File: src/inc/sefc_pkg.sv
package sefc_pkg;

    // Chip sequencing states
    typedef enum logic [1:0] {
        SEFC_ST_OFF   = 2'b00,
        SEFC_ST_LOAD  = 2'b01,
        SEFC_ST_READY = 2'b10
    } sefc_state_t;

    // Channel enable modes, two bits per channel
    localparam logic [1:0] SEFC_MODE_OFF = 2'h0;
    localparam logic [1:0] SEFC_MODE_ALWAYS = 2'h1;
    localparam logic [1:0] SEFC_MODE_GPIO = 2'h2;
    localparam logic [1:0] SEFC_MODE_SERIAL = 2'h3;

    // Standby regulator control field positions and on/off sources
    localparam int SEFC_STBY_LEVEL_BIT = 0;
    localparam int SEFC_STBY_SRC_LSB = 1;
    localparam logic [1:0] SEFC_STBY_SRC_ENABLE = 2'h0;
    localparam logic [1:0] SEFC_STBY_SRC_GPIO = 2'h1;
    localparam logic [1:0] SEFC_STBY_SRC_SERIAL = 2'h2;
    localparam logic [1:0] SEFC_STBY_SRC_OFF = 2'h3;
    localparam logic [2:0] SEFC_STBY_GPIO_IDX = 3'h5;

    // Protection status bit positions
    localparam int SEFC_ST_UV1_BIT = 0;
    localparam int SEFC_ST_UV2_BIT = 1;
    localparam int SEFC_ST_OTP_BIT = 2;
    localparam int SEFC_ST_OVERTEMP_WARNING_BIT_BIT = 3;
    localparam int SEFC_ST_OVP_LSB = 4;

    // Auto restart configuration bit positions
    localparam int SEFC_AR_UV_BIT = 0;
    localparam int SEFC_AR_OT_BIT = 1;

    // Temperature code: 5 K per step, 200 K to 520 K
    localparam logic [6:0] SEFC_TEMP_MIN_CODE = 7'h28;
    localparam logic [6:0] SEFC_TEMP_MAX_CODE = 7'h68;
    // Warning margin in steps: 5 degrees or 10 degrees
    localparam logic [7:0] SEFC_OTW_MARGIN_NEAR = 8'h01;
    localparam logic [7:0] SEFC_OTW_MARGIN_FAR = 8'h02;

    // Dead-time step is one switching period over 256
    localparam int SEFC_DT_SHIFT = 8;

    // Over-current restart wait
    localparam longint SEFC_CLK_HZ = 10000000;
    localparam longint SEFC_OC_WAIT_MS = 200;
    localparam longint SEFC_OC_WAIT_CYCLES = (SEFC_OC_WAIT_MS * SEFC_CLK_HZ) / 1000;
    localparam int SEFC_OC_CNT_W = 24;

    // Reset values
    localparam logic [3:0] SEFC_FLAGS_RST = 4'h0;
    localparam logic [7:0] SEFC_STATUS_RST = 8'h00;
    localparam logic [15:0] SEFC_CNT_RST = 16'h0000;

endpackage : sefc_pkg

File: src/hw/sefc_supervisor.sv
`timescale 1ns/100ps
// Overview of operation
// - Enable raises ready flag together with serial acknowledge
// - Enable starts always-on and asserted-GPIO channels
// - Enable pin high enables, low disables chip
// - Serial soft reset performs full chip reset
// - Channel enable by default, GPIO or serial
// - Standby level 3.3V/5V; selectable on/off source
// - Built-in non-overlap off when programmable dead time
// - Control bit selects programmable versus fixed dead time
// - Rising and falling gaps follow their settings
// - Dead-time step equals switching period over 256
// - Input undervoltage fault flags and stops all
// - Output over-voltage stops that channel
// - Over-current stops channel, restarts after 200ms
// - Undervoltage warning level sets readable warning flag
// - Undervoltage fault level reported in status
// - Input voltages readable at 100mV per step
// - Rising above warning level restarts if configured
// - Temperature readable in 5K steps, 200K-520K
// - Over-temperature warning 5 or 10 below fault
// - Critical temperature stops all channels
// - Over-temperature sets both bits, serial stays up
// - Power-up copies stored configuration into registers
module sefc_supervisor
    import sefc_pkg::*;
#(
    parameter longint OC_WAIT_CYCLES = SEFC_OC_WAIT_CYCLES
) (
    input wire logic clk,
    input wire logic resetn,
    input wire logic clk_en,
    input wire logic chip_enable_pin,
    input wire logic [5:0] gpio_pin,
    input wire logic soft_reset_command,
    input wire logic ser_cfg_write,
    input wire logic flag_clear,
    input wire logic [3:0] serial_channel_enable,
    input wire logic [7:0] store_enable_mode,
    input wire logic [11:0] store_gpio_select,
    input wire logic [2:0] store_standby_regulator_config,
    input wire logic store_prog_dead_time_en,
    input wire logic [31:0] store_rising_dead_time_setting,
    input wire logic [31:0] store_falling_dead_time_setting,
    input wire logic [15:0] store_input_undervolt_warning_level,
    input wire logic [15:0] store_input_undervolt_fault_level,
    input wire logic [6:0] store_thermal_shutdown_level,
    input wire logic [6:0] store_thermal_restart_level,
    input wire logic store_otw_far,
    input wire logic [1:0] store_auto_restart,
    input wire logic [7:0] ser_enable_mode,
    input wire logic [11:0] ser_gpio_select,
    input wire logic [2:0] ser_standby_regulator_config,
    input wire logic ser_prog_dead_time_en,
    input wire logic [31:0] ser_rising_dead_time_setting,
    input wire logic [31:0] ser_falling_dead_time_setting,
    input wire logic [15:0] ser_input_undervolt_warning_level,
    input wire logic [15:0] ser_input_undervolt_fault_level,
    input wire logic [6:0] ser_thermal_shutdown_level,
    input wire logic [6:0] ser_thermal_restart_level,
    input wire logic ser_otw_far,
    input wire logic [1:0] ser_auto_restart,
    input wire logic [7:0] primary_input_supply_code,
    input wire logic [7:0] secondary_input_supply_code,
    input wire logic [6:0] temperature_code,
    input wire logic [3:0] ov_trip,
    input wire logic [3:0] oc_trip,
    input wire logic [3:0] pwm_demand,
    input wire logic [15:0] switch_period_cycles,
    output logic chip_ready,
    output logic serial_ack_allow,
    output logic [3:0] channel_run,
    output logic [3:0] gate_high,
    output logic [3:0] gate_low,
    output logic driver_overlap_guard_en,
    output logic standby_regulator_on,
    output logic standby_level_5v,
    output logic [7:0] protection_status_flags,
    output logic [1:0] uv_warning_flags,
    output logic [3:0] ocp_fault_flags,
    output logic uv_warning_gpio,
    output logic [7:0] input1_voltage_readback,
    output logic [7:0] input2_voltage_readback,
    output logic [6:0] junction_temperature_readback
);

    ////////////////////////////////////////////////////////////////////////
    // Functions

    function automatic logic [15:0] sefc_dead_cycles(input logic [7:0] setting, input logic [15:0] period);
        logic [23:0] prod;
        prod = 24'(setting) * 24'(period);
        sefc_dead_cycles = 16'(prod >> SEFC_DT_SHIFT);
    endfunction : sefc_dead_cycles

    function automatic logic [6:0] sefc_temp_clamp(input logic [6:0] code);
        if (code < SEFC_TEMP_MIN_CODE) begin
            sefc_temp_clamp = SEFC_TEMP_MIN_CODE;
        end else if (code > SEFC_TEMP_MAX_CODE) begin
            sefc_temp_clamp = SEFC_TEMP_MAX_CODE;
        end else begin
            sefc_temp_clamp = code;
        end
    endfunction : sefc_temp_clamp

    ////////////////////////////////////////////////////////////////////////
    // Input synchronisers

    logic enable_meta_reg;
    logic enable_sync_reg;
    logic [5:0] gpio_meta_reg;
    logic [5:0] gpio_sync_reg;

    always_ff @(posedge clk or negedge resetn) begin
        if (!resetn) begin
            enable_meta_reg <= 1'b0;
            enable_sync_reg <= 1'b0;
            gpio_meta_reg <= 6'h00;
            gpio_sync_reg <= 6'h00;
        end else if (clk_en) begin
            enable_meta_reg <= chip_enable_pin;
            enable_sync_reg <= enable_meta_reg;
            gpio_meta_reg <= gpio_pin;
            gpio_sync_reg <= gpio_meta_reg;
        end
    end

    ////////////////////////////////////////////////////////////////////////
    // Chip sequencing

    sefc_state_t state_reg;
    sefc_state_t state_next;

    always_comb begin
        state_next = state_reg;
        unique case (state_reg)
            SEFC_ST_LOAD: state_next = SEFC_ST_OFF;
            SEFC_ST_OFF: if (enable_sync_reg) state_next = SEFC_ST_READY;
            SEFC_ST_READY: if (!enable_sync_reg) state_next = SEFC_ST_OFF;
            default: state_next = SEFC_ST_LOAD;
        endcase
        if (soft_reset_command) begin
            state_next = SEFC_ST_LOAD;
        end
    end

    always_ff @(posedge clk or negedge resetn) begin
        if (!resetn) begin
            state_reg <= SEFC_ST_LOAD;
        end else if (clk_en) begin
            state_reg <= state_next;
        end
    end

    logic ready;
    assign ready = (state_reg == SEFC_ST_READY);
    assign chip_ready = ready;
    assign serial_ack_allow = ready;

    ////////////////////////////////////////////////////////////////////////
    // Configuration registers

    logic [7:0] mode_reg;
    logic [11:0] gsel_reg;
    logic [2:0] stby_reg;
    logic prog_dt_reg;
    logic [31:0] dt_rise_reg;
    logic [31:0] dt_fall_reg;
    logic [15:0] uv_warn_reg;
    logic [15:0] uv_fault_reg;
    logic [6:0] ot_shdn_reg;
    logic [6:0] ot_rst_reg;
    logic otw_far_reg;
    logic [1:0] auto_rst_reg;

    always_ff @(posedge clk or negedge resetn) begin
        if (!resetn) begin
            mode_reg <= 8'h00;
            gsel_reg <= 12'h000;
            stby_reg <= 3'h0;
            prog_dt_reg <= 1'b0;
            dt_rise_reg <= 32'h00000000;
            dt_fall_reg <= 32'h00000000;
            uv_warn_reg <= 16'h0000;
            uv_fault_reg <= 16'h0000;
            ot_shdn_reg <= 7'h7f;
            ot_rst_reg <= 7'h00;
            otw_far_reg <= 1'b0;
            auto_rst_reg <= 2'h0;
        end else if (clk_en) begin
            if (state_reg == SEFC_ST_LOAD) begin
                mode_reg <= store_enable_mode;
                gsel_reg <= store_gpio_select;
                stby_reg <= store_standby_regulator_config;
                prog_dt_reg <= store_prog_dead_time_en;
                dt_rise_reg <= store_rising_dead_time_setting;
                dt_fall_reg <= store_falling_dead_time_setting;
                uv_warn_reg <= store_input_undervolt_warning_level;
                uv_fault_reg <= store_input_undervolt_fault_level;
                ot_shdn_reg <= store_thermal_shutdown_level;
                ot_rst_reg <= store_thermal_restart_level;
                otw_far_reg <= store_otw_far;
                auto_rst_reg <= store_auto_restart;
            end else if (ser_cfg_write && ready) begin
                mode_reg <= ser_enable_mode;
                gsel_reg <= ser_gpio_select;
                stby_reg <= ser_standby_regulator_config;
                prog_dt_reg <= ser_prog_dead_time_en;
                dt_rise_reg <= ser_rising_dead_time_setting;
                dt_fall_reg <= ser_falling_dead_time_setting;
                uv_warn_reg <= ser_input_undervolt_warning_level;
                uv_fault_reg <= ser_input_undervolt_fault_level;
                ot_shdn_reg <= ser_thermal_shutdown_level;
                ot_rst_reg <= ser_thermal_restart_level;
                otw_far_reg <= ser_otw_far;
                auto_rst_reg <= ser_auto_restart;
            end
        end
    end

    ////////////////////////////////////////////////////////////////////////
    // Input supply and temperature monitoring

    logic [1:0] uv_fault_now;
    logic [1:0] uv_warn_now;
    logic [1:0] above_warn;
    logic ot_fault_now;
    logic otw_now;
    logic uv_active_reg;
    logic ot_active_reg;
    logic [7:0] otw_margin;

    assign uv_fault_now[0] = primary_input_supply_code < uv_fault_reg[7:0];
    assign uv_fault_now[1] = secondary_input_supply_code < uv_fault_reg[15:8];
    assign uv_warn_now[0] = primary_input_supply_code <= uv_warn_reg[7:0];
    assign uv_warn_now[1] = secondary_input_supply_code <= uv_warn_reg[15:8];
    assign above_warn = ~uv_warn_now;
    assign ot_fault_now = temperature_code >= ot_shdn_reg;
    assign otw_margin = otw_far_reg ? SEFC_OTW_MARGIN_FAR : SEFC_OTW_MARGIN_NEAR;
    assign otw_now = ({1'b0, temperature_code} + otw_margin) >= {1'b0, ot_shdn_reg};
    assign uv_warning_gpio = |uv_warn_now;

    always_ff @(posedge clk or negedge resetn) begin
        if (!resetn) begin
            uv_active_reg <= 1'b0;
        end else if (clk_en) begin
            if (!ready) begin
                uv_active_reg <= 1'b0;
            end else if (|uv_fault_now) begin
                uv_active_reg <= 1'b1;
            end else if ((&above_warn) && auto_rst_reg[SEFC_AR_UV_BIT]) begin
                uv_active_reg <= 1'b0;
            end
        end
    end

    always_ff @(posedge clk or negedge resetn) begin
        if (!resetn) begin
            ot_active_reg <= 1'b0;
        end else if (clk_en) begin
            if (!ready) begin
                ot_active_reg <= 1'b0;
            end else if (ot_fault_now) begin
                ot_active_reg <= 1'b1;
            end else if ((temperature_code <= ot_rst_reg) && auto_rst_reg[SEFC_AR_OT_BIT]) begin
                ot_active_reg <= 1'b0;
            end
        end
    end

    always_ff @(posedge clk or negedge resetn) begin
        if (!resetn) begin
            input1_voltage_readback <= 8'h00;
            input2_voltage_readback <= 8'h00;
            junction_temperature_readback <= SEFC_TEMP_MIN_CODE;
        end else if (clk_en) begin
            input1_voltage_readback <= primary_input_supply_code;
            input2_voltage_readback <= secondary_input_supply_code;
            junction_temperature_readback <= sefc_temp_clamp(temperature_code);
        end
    end

    ////////////////////////////////////////////////////////////////////////
    // Channel requests, over-voltage and over-current

    logic [3:0] request;
    logic [3:0] ov_latch_reg;
    logic [3:0] oc_wait_reg;
    logic [SEFC_OC_CNT_W-1:0] oc_cnt_reg [4];
    logic [3:0] run;

    always_comb begin
        for (int i = 0; i < 4; i++) begin
            unique case (mode_reg[2*i +: 2])
                SEFC_MODE_ALWAYS: request[i] = 1'b1;
                SEFC_MODE_GPIO: request[i] = gpio_sync_reg[gsel_reg[3*i +: 3]];
                SEFC_MODE_SERIAL: request[i] = serial_channel_enable[i];
                SEFC_MODE_OFF: request[i] = 1'b0;
            endcase
            request[i] = request[i] | serial_channel_enable[i];
        end
    end

    assign run = request & ~ov_latch_reg & ~oc_wait_reg & {4{ready && !uv_active_reg && !ot_active_reg}};
    assign channel_run = run;

    always_ff @(posedge clk or negedge resetn) begin
        if (!resetn) begin
            ov_latch_reg <= SEFC_FLAGS_RST;
        end else if (clk_en) begin
            for (int i = 0; i < 4; i++) begin
                if (ov_trip[i] && run[i]) begin
                    ov_latch_reg[i] <= 1'b1;
                end else if (!request[i] || !ready) begin
                    ov_latch_reg[i] <= 1'b0;
                end
            end
        end
    end

    always_ff @(posedge clk or negedge resetn) begin
        if (!resetn) begin
            oc_wait_reg <= SEFC_FLAGS_RST;
            for (int i = 0; i < 4; i++) begin
                oc_cnt_reg[i] <= '0;
            end
        end else if (clk_en) begin
            for (int i = 0; i < 4; i++) begin
                if (oc_trip[i] && run[i]) begin
                    oc_wait_reg[i] <= 1'b1;
                    oc_cnt_reg[i] <= SEFC_OC_CNT_W'(OC_WAIT_CYCLES - 1);
                end else if (!ready) begin
                    oc_wait_reg[i] <= 1'b0;
                end else if (oc_wait_reg[i]) begin
                    if (oc_cnt_reg[i] == '0) begin
                        oc_wait_reg[i] <= 1'b0;
                    end else begin
                        oc_cnt_reg[i] <= oc_cnt_reg[i] - 1'b1;
                    end
                end
            end
        end
    end

    ////////////////////////////////////////////////////////////////////////
    // Status flags, set wins over clear

    logic [7:0] status_set;
    assign status_set = {ov_trip & run, otw_now | ot_fault_now, ot_fault_now, uv_fault_now & {2{ready}}};

    always_ff @(posedge clk or negedge resetn) begin
        if (!resetn) begin
            protection_status_flags <= SEFC_STATUS_RST;
            uv_warning_flags <= 2'h0;
            ocp_fault_flags <= SEFC_FLAGS_RST;
        end else if (clk_en) begin
            if (state_reg == SEFC_ST_LOAD) begin
                protection_status_flags <= SEFC_STATUS_RST;
                uv_warning_flags <= 2'h0;
                ocp_fault_flags <= SEFC_FLAGS_RST;
            end else begin
                protection_status_flags <= status_set | (flag_clear ? 8'h00 : protection_status_flags);
                uv_warning_flags <= uv_warn_now | (flag_clear ? 2'h0 : uv_warning_flags);
                ocp_fault_flags <= (oc_trip & run) | (flag_clear ? 4'h0 : ocp_fault_flags);
            end
        end
    end

    ////////////////////////////////////////////////////////////////////////
    // Standby regulator

    assign standby_level_5v = stby_reg[SEFC_STBY_LEVEL_BIT];
    always_comb begin
        unique case (stby_reg[SEFC_STBY_SRC_LSB +: 2])
            SEFC_STBY_SRC_ENABLE: standby_regulator_on = enable_sync_reg;
            SEFC_STBY_SRC_GPIO: standby_regulator_on = gpio_sync_reg[SEFC_STBY_GPIO_IDX];
            SEFC_STBY_SRC_SERIAL: standby_regulator_on = ser_standby_regulator_config[SEFC_STBY_LEVEL_BIT] | ready;
            SEFC_STBY_SRC_OFF: standby_regulator_on = 1'b0;
        endcase
    end

    ////////////////////////////////////////////////////////////////////////
    // Gate timing and dead time

    logic [15:0] dt_cnt_reg [4];
    logic [3:0] pwm_prev_reg;

    // built-in guard only without programmable dead time
    assign driver_overlap_guard_en = !prog_dt_reg;

    always_ff @(posedge clk or negedge resetn) begin
        if (!resetn) begin
            gate_high <= 4'h0;
            gate_low <= 4'h0;
            pwm_prev_reg <= 4'h0;
            for (int i = 0; i < 4; i++) begin
                dt_cnt_reg[i] <= SEFC_CNT_RST;
            end
        end else if (clk_en) begin
            pwm_prev_reg <= pwm_demand;
            for (int i = 0; i < 4; i++) begin
                if (!run[i]) begin
                    gate_high[i] <= 1'b0;
                    gate_low[i] <= 1'b0;
                    dt_cnt_reg[i] <= SEFC_CNT_RST;
                end else if (!prog_dt_reg) begin
                    gate_high[i] <= pwm_demand[i];
                    gate_low[i] <= !pwm_demand[i];
                    dt_cnt_reg[i] <= SEFC_CNT_RST;
                end else if (pwm_demand[i] != pwm_prev_reg[i]) begin
                    gate_high[i] <= 1'b0;
                    gate_low[i] <= 1'b0;
                    dt_cnt_reg[i] <= SEFC_CNT_RST;
                // rising gap, low off to high on
                end else if (pwm_demand[i]) begin
                    gate_low[i] <= 1'b0;
                    if (!gate_high[i]) begin
                        if (dt_cnt_reg[i] >= sefc_dead_cycles(dt_rise_reg[8*i +: 8], switch_period_cycles)) begin
                            gate_high[i] <= 1'b1;
                        end else begin
                            dt_cnt_reg[i] <= dt_cnt_reg[i] + 16'h0001;
                        end
                    end
                // falling gap, high off to low on
                end else begin
                    gate_high[i] <= 1'b0;
                    if (!gate_low[i]) begin
                        if (dt_cnt_reg[i] >= sefc_dead_cycles(dt_fall_reg[8*i +: 8], switch_period_cycles)) begin
                            gate_low[i] <= 1'b1;
                        end else begin
                            dt_cnt_reg[i] <= dt_cnt_reg[i] + 16'h0001;
                        end
                    end
                end
            end
        end
    end

endmodule : sefc_supervisor

File: config.mk
export PLATFORM = sky130hd
export DESIGN_NAME = sefc_supervisor
export DESIGN_NICKNAME = d
export VERILOG_FILES = /design/src/inc/sefc_pkg.sv /design/src/hw/sefc_supervisor.sv
export SDC_FILE = /design/constraint.sdc
export NUM_CORES = 2
export LEC_CHECK = 0
export BUFFER_PORTS_ARGS = -buffer_cell sky130_fd_sc_hd__buf_2
export CORE_ASPECT_RATIO = 1.1
export CORE_MARGIN = 10
export CORE_UTILIZATION = 55
export CTS_CLUSTER_SIZE = 20
export DETAILED_ROUTE_END_ITERATION = 6
export HOLD_SLACK_MARGIN = 0.05
export PLACE_DENSITY = 0.86
export SETUP_SLACK_MARGIN = 0.3
export SKIP_CTS_REPAIR_TIMING = 1
export SLEW_MARGIN = 25
export SYNTH_ARGS = -nofsm -noshare
export SYNTH_HDL_FRONTEND = slang
export SYNTH_SLANG_ARGS = --single-unit
File: constraint.sdc
create_clock -name clk -period 21.2 [get_ports clk]
set_input_delay 3.18 -clock clk [delete_from_list [all_inputs] [get_ports clk]]
set_output_delay 3.18 -clock clk [all_outputs]
set_load 0.01 [all_outputs]
# Yosys cells after proc, flatten, opt, wreduce, memory -nomap -nowiden
# Cells that the tools add are included.
# word_totals
reg_bits	372
inputBits	342
elab_cells	389
# classes
n_addsub	9
mul	8
n_lt_le_gt_ge	21
eq_ne	45
mux	176
bitwise	18
reduce_logical	71
# op_table
operator	n
two-way mux 16 bit	36
two-way mux 24 bit	16
multiplier 8 x 16 -> 24 bit	8
>= comparator 16 bit	8
two-way mux 32 bit	4
zero test 24 bit	4
subtractor 24 x 1 -> 24 bit (second input constant)	4
two-way mux 1 bit	86
adder 16 x 1 -> 16 bit (second input constant)	4
two-way mux 7 bit	6
!= test 5 x 4 -> 1 bit (second input constant)	8
!= test 5 bit (second input constant)	8
two-way mux 8 bit	4
nonzero test 2 bit	13
two-way mux 12 bit	2
equality test 2 bit (second input constant)	11
bitwise AND 4 bit	5
case mux 1 bit (4 select lines)	5
AND reduction 5 bit	4
less-or-equal comparator 8 bit	2
less-than comparator 3 x 4 -> 1 bit (second input constant)	4
less-than comparator 8 bit	2
two-way mux 2 bit	8
AND reduction 2 bit	8
29 further kinds	88

# Logic depth before layout (Yosys ltp)
# logic_depth
word_depth	10
depth_mapped	33
depth_no_buf	29

# Worst setup path after synthesis
# Ideal clock, no wire load.
# synth_timing
path_kind	in2reg
from	input port switch_period_cycles[0]
to	register dt_cnt_reg[10] (netlist name)
setup_ps	132
arrival_ps	9833
path_slack_ps	11236
path_stages	31
path_buffers	5
path_cell_list	clkbuf_1 -> clkbuf_1 -> clkbuf_1 -> nand2_1 -> fa_1 -> fa_1 -> inv_1 -> fa_1 -> inv_1 -> fa_1 -> inv_1 -> ha_1 -> a21o_1 -> a21oi_1 -> nor3b_1 -> o31ai_1 -> nand2b_1 -> a21oi_1 -> xor2_1 -> ha_1 -> a21o_1 -> a21o_1 -> a2111oi_0 -> o21ai_0 -> a31o_2 -> a41oi_1 -> and2_1 -> clkbuf_1 -> o21ai_0 -> clkbuf_1 -> o2bb2ai_1
# synth_via
elab_chain_len	4
elab_cells_between_ends	7
classes_between	2 x mul; 2 x order compare; 2 x eq/ne; 1 x reduce/logical
# synth_lines
item	line_no	rtl
start: declaration	sefc_supervisor.sv:69	input wire logic [15:0] switch_period_cycles,
multiplier 8 x 16 -> 24 bit	sefc_supervisor.sv:92	prod = 24'(setting) * 24'(period);
>= comparator 16 bit, on equally long branches	sefc_supervisor.sv:418, sefc_supervisor.sv:428	
!= test 5 bit (no line)	--	
AND reduction 5 bit (no line) (*)	--	
end signal: indexed assignment	sefc_supervisor.sv:421	dt_cnt_reg[i] <= dt_cnt_reg[i] + 16'h0001;
end signal: indexed assignment	sefc_supervisor.sv:431	dt_cnt_reg[i] <= dt_cnt_reg[i] + 16'h0001;
end: declaration	sefc_supervisor.sv:385	logic [15:0] dt_cnt_reg [4];
# Every way passes the cells marked *; elsewhere a longest branch is shown, timed or not.
# A chain may end at the register's enable or synchronous reset.

# Final worst setup path
# layout_timing
from	input port switch_period_cycles[5]
to	register dt_cnt_reg[1] (netlist name)
# Same word-level chain as after synthesis.

==> flow_summary_export.csv <==
group,metric,value,unit
floorplan,fp.dieW,313,µm
critical_path,arrival,11.20,ns
flow_run,max-cap-violations,0,
floorplan,rows,118,
clock_network,cts_max_level,2,
sta,slew_headroom,0.289,
sta,slew_viol_final,0,
clock_network,cts_tree,"done",
yosys,synthesis.area,52000,µm²
global_route,antenna_found_initial,8,
critical_path,cp.required,21.72,ns
clock_network,clock_latency,0.63,ns
yosys,synth_flop_cell,"dfrtp_1",
routing,dr.first_iter.drc_count,2899,
sta,final.period_utilization,0.504,
sta,fin_crit,10.69,ns
yosys,synth_nets,7252,
yosys,synthTopCellsByArea,"fa_1, dfrtp_1, ha_1",
clock_network,cts_root_buf,"clkbuf_16",
yosys,yosys_warnings,0,
layout,final_cells,7222,
critical_path,end_kind,"flip-flop",
yosys,synth_most_common_cell,"inv_1",
critical_path,path_buf_inv,5,
yosys,ys_types,82,
global_route,grt_usage,0.259,
floorplan,io_pins,397,
yosys,syn-instance-count,5728,
critical_path,cp_max_fo,52,
clock_network,path_clk_slew,0.06,ns
sta,worst_slew_pin_slew,1.04,ns
place,placed_cell_area,54800,µm²
pwr,p_per_area,180,nW/µm²
place,dp_hpwl,103000,µm
critical_path,max_stage_delay,0.56,ns
layout,largest_reg_flops,96,
sta,rsz0062_at_grt,"false",
sta,setup_tns,0,ns
floorplan,die-area,107000,µm²
yosys,yosys.area.top_type,"fa_1",
pwr,irDropWorstVdd,150,µV
place,dp.cells,7144,
sta,fin_worst_skew,0.0238,ns
layout,syn_to_final_growth,8.37,%
clock_network,cts.path.max_buffers,3,
critical_path,cp-start-kind,"input port",
sta,finalSetupViolCount,0,
floorplan,die_h,342,µm
sta,max_freq,0.0936,GHz
place,place.gp.congestion,0.902,
yosys,yosysSeqAreaShare,0.179,
routing,wl,137000,µm
clock_network,cts_buffers,43,
layout,fin_util,0.600,
yosys,synth.top_cell.area_share,0.256,
critical_path,criticalPathCategory,"input port to flip-flop",
critical_path,r2r_slack,13.11,ns
layout,fillers,7635,
worst_hold_path,min_path_type,"flip-flop to flip-flop",
routing,dr.pass1.iters,5,
clock_network,clkSinkCount,372,
yosys,yosys_register_bits,372,
global_route,overflow,0,
routing,via_per_inst,5.74,
floorplan,initial_core_util,0.553,
yosys,synth_common_cells,"inv_1, and2_1, fa_1",
floorplan,coreArea,93900,µm²
routing,vias,41500,
routing,antenna_left,0,
layout,postLayoutCellArea,56300,µm²
layout,drive_gt1_frac,0.101,
critical_path,cpMostUsedCell,"fa_1",
layout,final_nets,7453,
yosys,synth.avg_cell_area,9.07,µm²
yosys,synth_edf_count,0,
global_route,grt_pass1_vias,44900,
critical_path,slowest_stage,"buf_4",
place,port-buffer-count,396,
status,outcome,"finished, final reports clean",
yosys,synth-async-reset-ratio,1.00,
global_route,grt_max_degree,140,
layout,seq_area,9320,µm²
global_route,grt_pass1_wl,227000,µm
pwr,power_leakage,0.0289,µW
sta,hold_viol_final,0,
critical_path,cp_top_family,"compound AO/OA/AOI/OAI gates",
layout,multi_input_area,38600,µm²
routing,drc,0,
sta,whs,0.476,ns
routing,avgRoutedWirePerCell,19.0,µm
==> tightest hold or removal path: cells and delay by family (launching register included) <==
family | cells | cell delay (ns)
DFF | 1 | 0.34
and+or+nand+nor | 2 | 0.10
==> final timing paths <==
path / from / endpoint / depth (start not counted)
setup / recovery: switch_period_cycles[5] / dt_cnt_reg[1] / 28
hold / removal: protection_status_flags[7] / protection_status_flags[7] / 2
setup reg to reg: dt_fall_reg[2] / dt_cnt_reg[63] / 25
hold reg to reg: protection_status_flags[7] / protection_status_flags[7] / 2
max in group asynchronous: resetn / oc_cnt_reg[13] / 3
min in group asynchronous: resetn / input2_voltage_readback[7] / 1
==> layer usage <==
metal | up-vias | track usage | wire length, µm
met1 | 20500 | 0.304 | 52100
met3 | 394 | 0.0514 | 11000
met4 | 4 | 0.120 | 6580
li1 | 18900 | - | -
met2 | 1713 | 0.452 | 67400
met5 | - | 0 | 23
==> kinds of logic after synthesis <==
family / share of synthesized area
and+or+nand+nor: 0.198
adders and majority gates: 0.381
buffers and inverters: 0.0784
AOI/OAI and AO/OA: 0.0939
DFF: 0.179
xor gates and xnor gates: 0.0322
muxes: 0.0377
==> power breakdown <==
group	total, µW	switching (µW)	internal (µW)
Sequential	1160	309	851
Clock	807	339	467
Combinational	8190	4510	3690
==> layout by cell type, fill, tap and decap left out, types with 38 or more instances in the layout <==
| master | n |
|---|---|
| and3_1 | 45 |
| o21a_1 | 39 |
| mux2i_1 | 145 |
| ha_1 | 517 |
| xnor2_1 | 118 |
| nor3_1 | 69 |
| nor2b_1 | 51 |
| fa_1 | 665 |
| o21ai_0 | 324 |
| a21o_1 | 76 |
| a21oi_1 | 148 |
| inv_1 | 805 |
| dfrtp_1 | 362 |
| and2_1 | 797 |
| nand2b_1 | 39 |
| buf_4 | 38 |
| buf_2 | 394 |
| nor2_1 | 174 |
| clkbuf_16 | 43 |
| nand3_1 | 62 |
| nand4_1 | 50 |
| nand2_1 | 511 |
| xor2_1 | 73 |
==> area by class of cell <==
| type | count | area share |
|---|---|---|
| Multi-Input combinational cell | 4272 | 0.685 |
| Sequential cell | 372 | 0.166 |
| Inverter | 806 | 0.0537 |
| Timing Repair Buffer | 434 | 0.0407 |
| Tap cell | 1260 | 0.0280 |
| Clock buffer | 56 | 0.0214 |
| Clock inverter | 20 | 0.00536 |
| Antenna cell | 2 | 0.0000889 |
==> per-stage QoR <==
step | total power, µW | worst slack, ns
4_1_cts | 10200 | 10.64
6_report | 10200 | 10.51
3_5_place_dp | 9270 | 10.01
2_1_floorplan | 7360 | 11.24
3_3_place_gp | 8820 | 10.13
5_1_grt | 11500 | 10.06
Power figures use the tool's default switching activity.
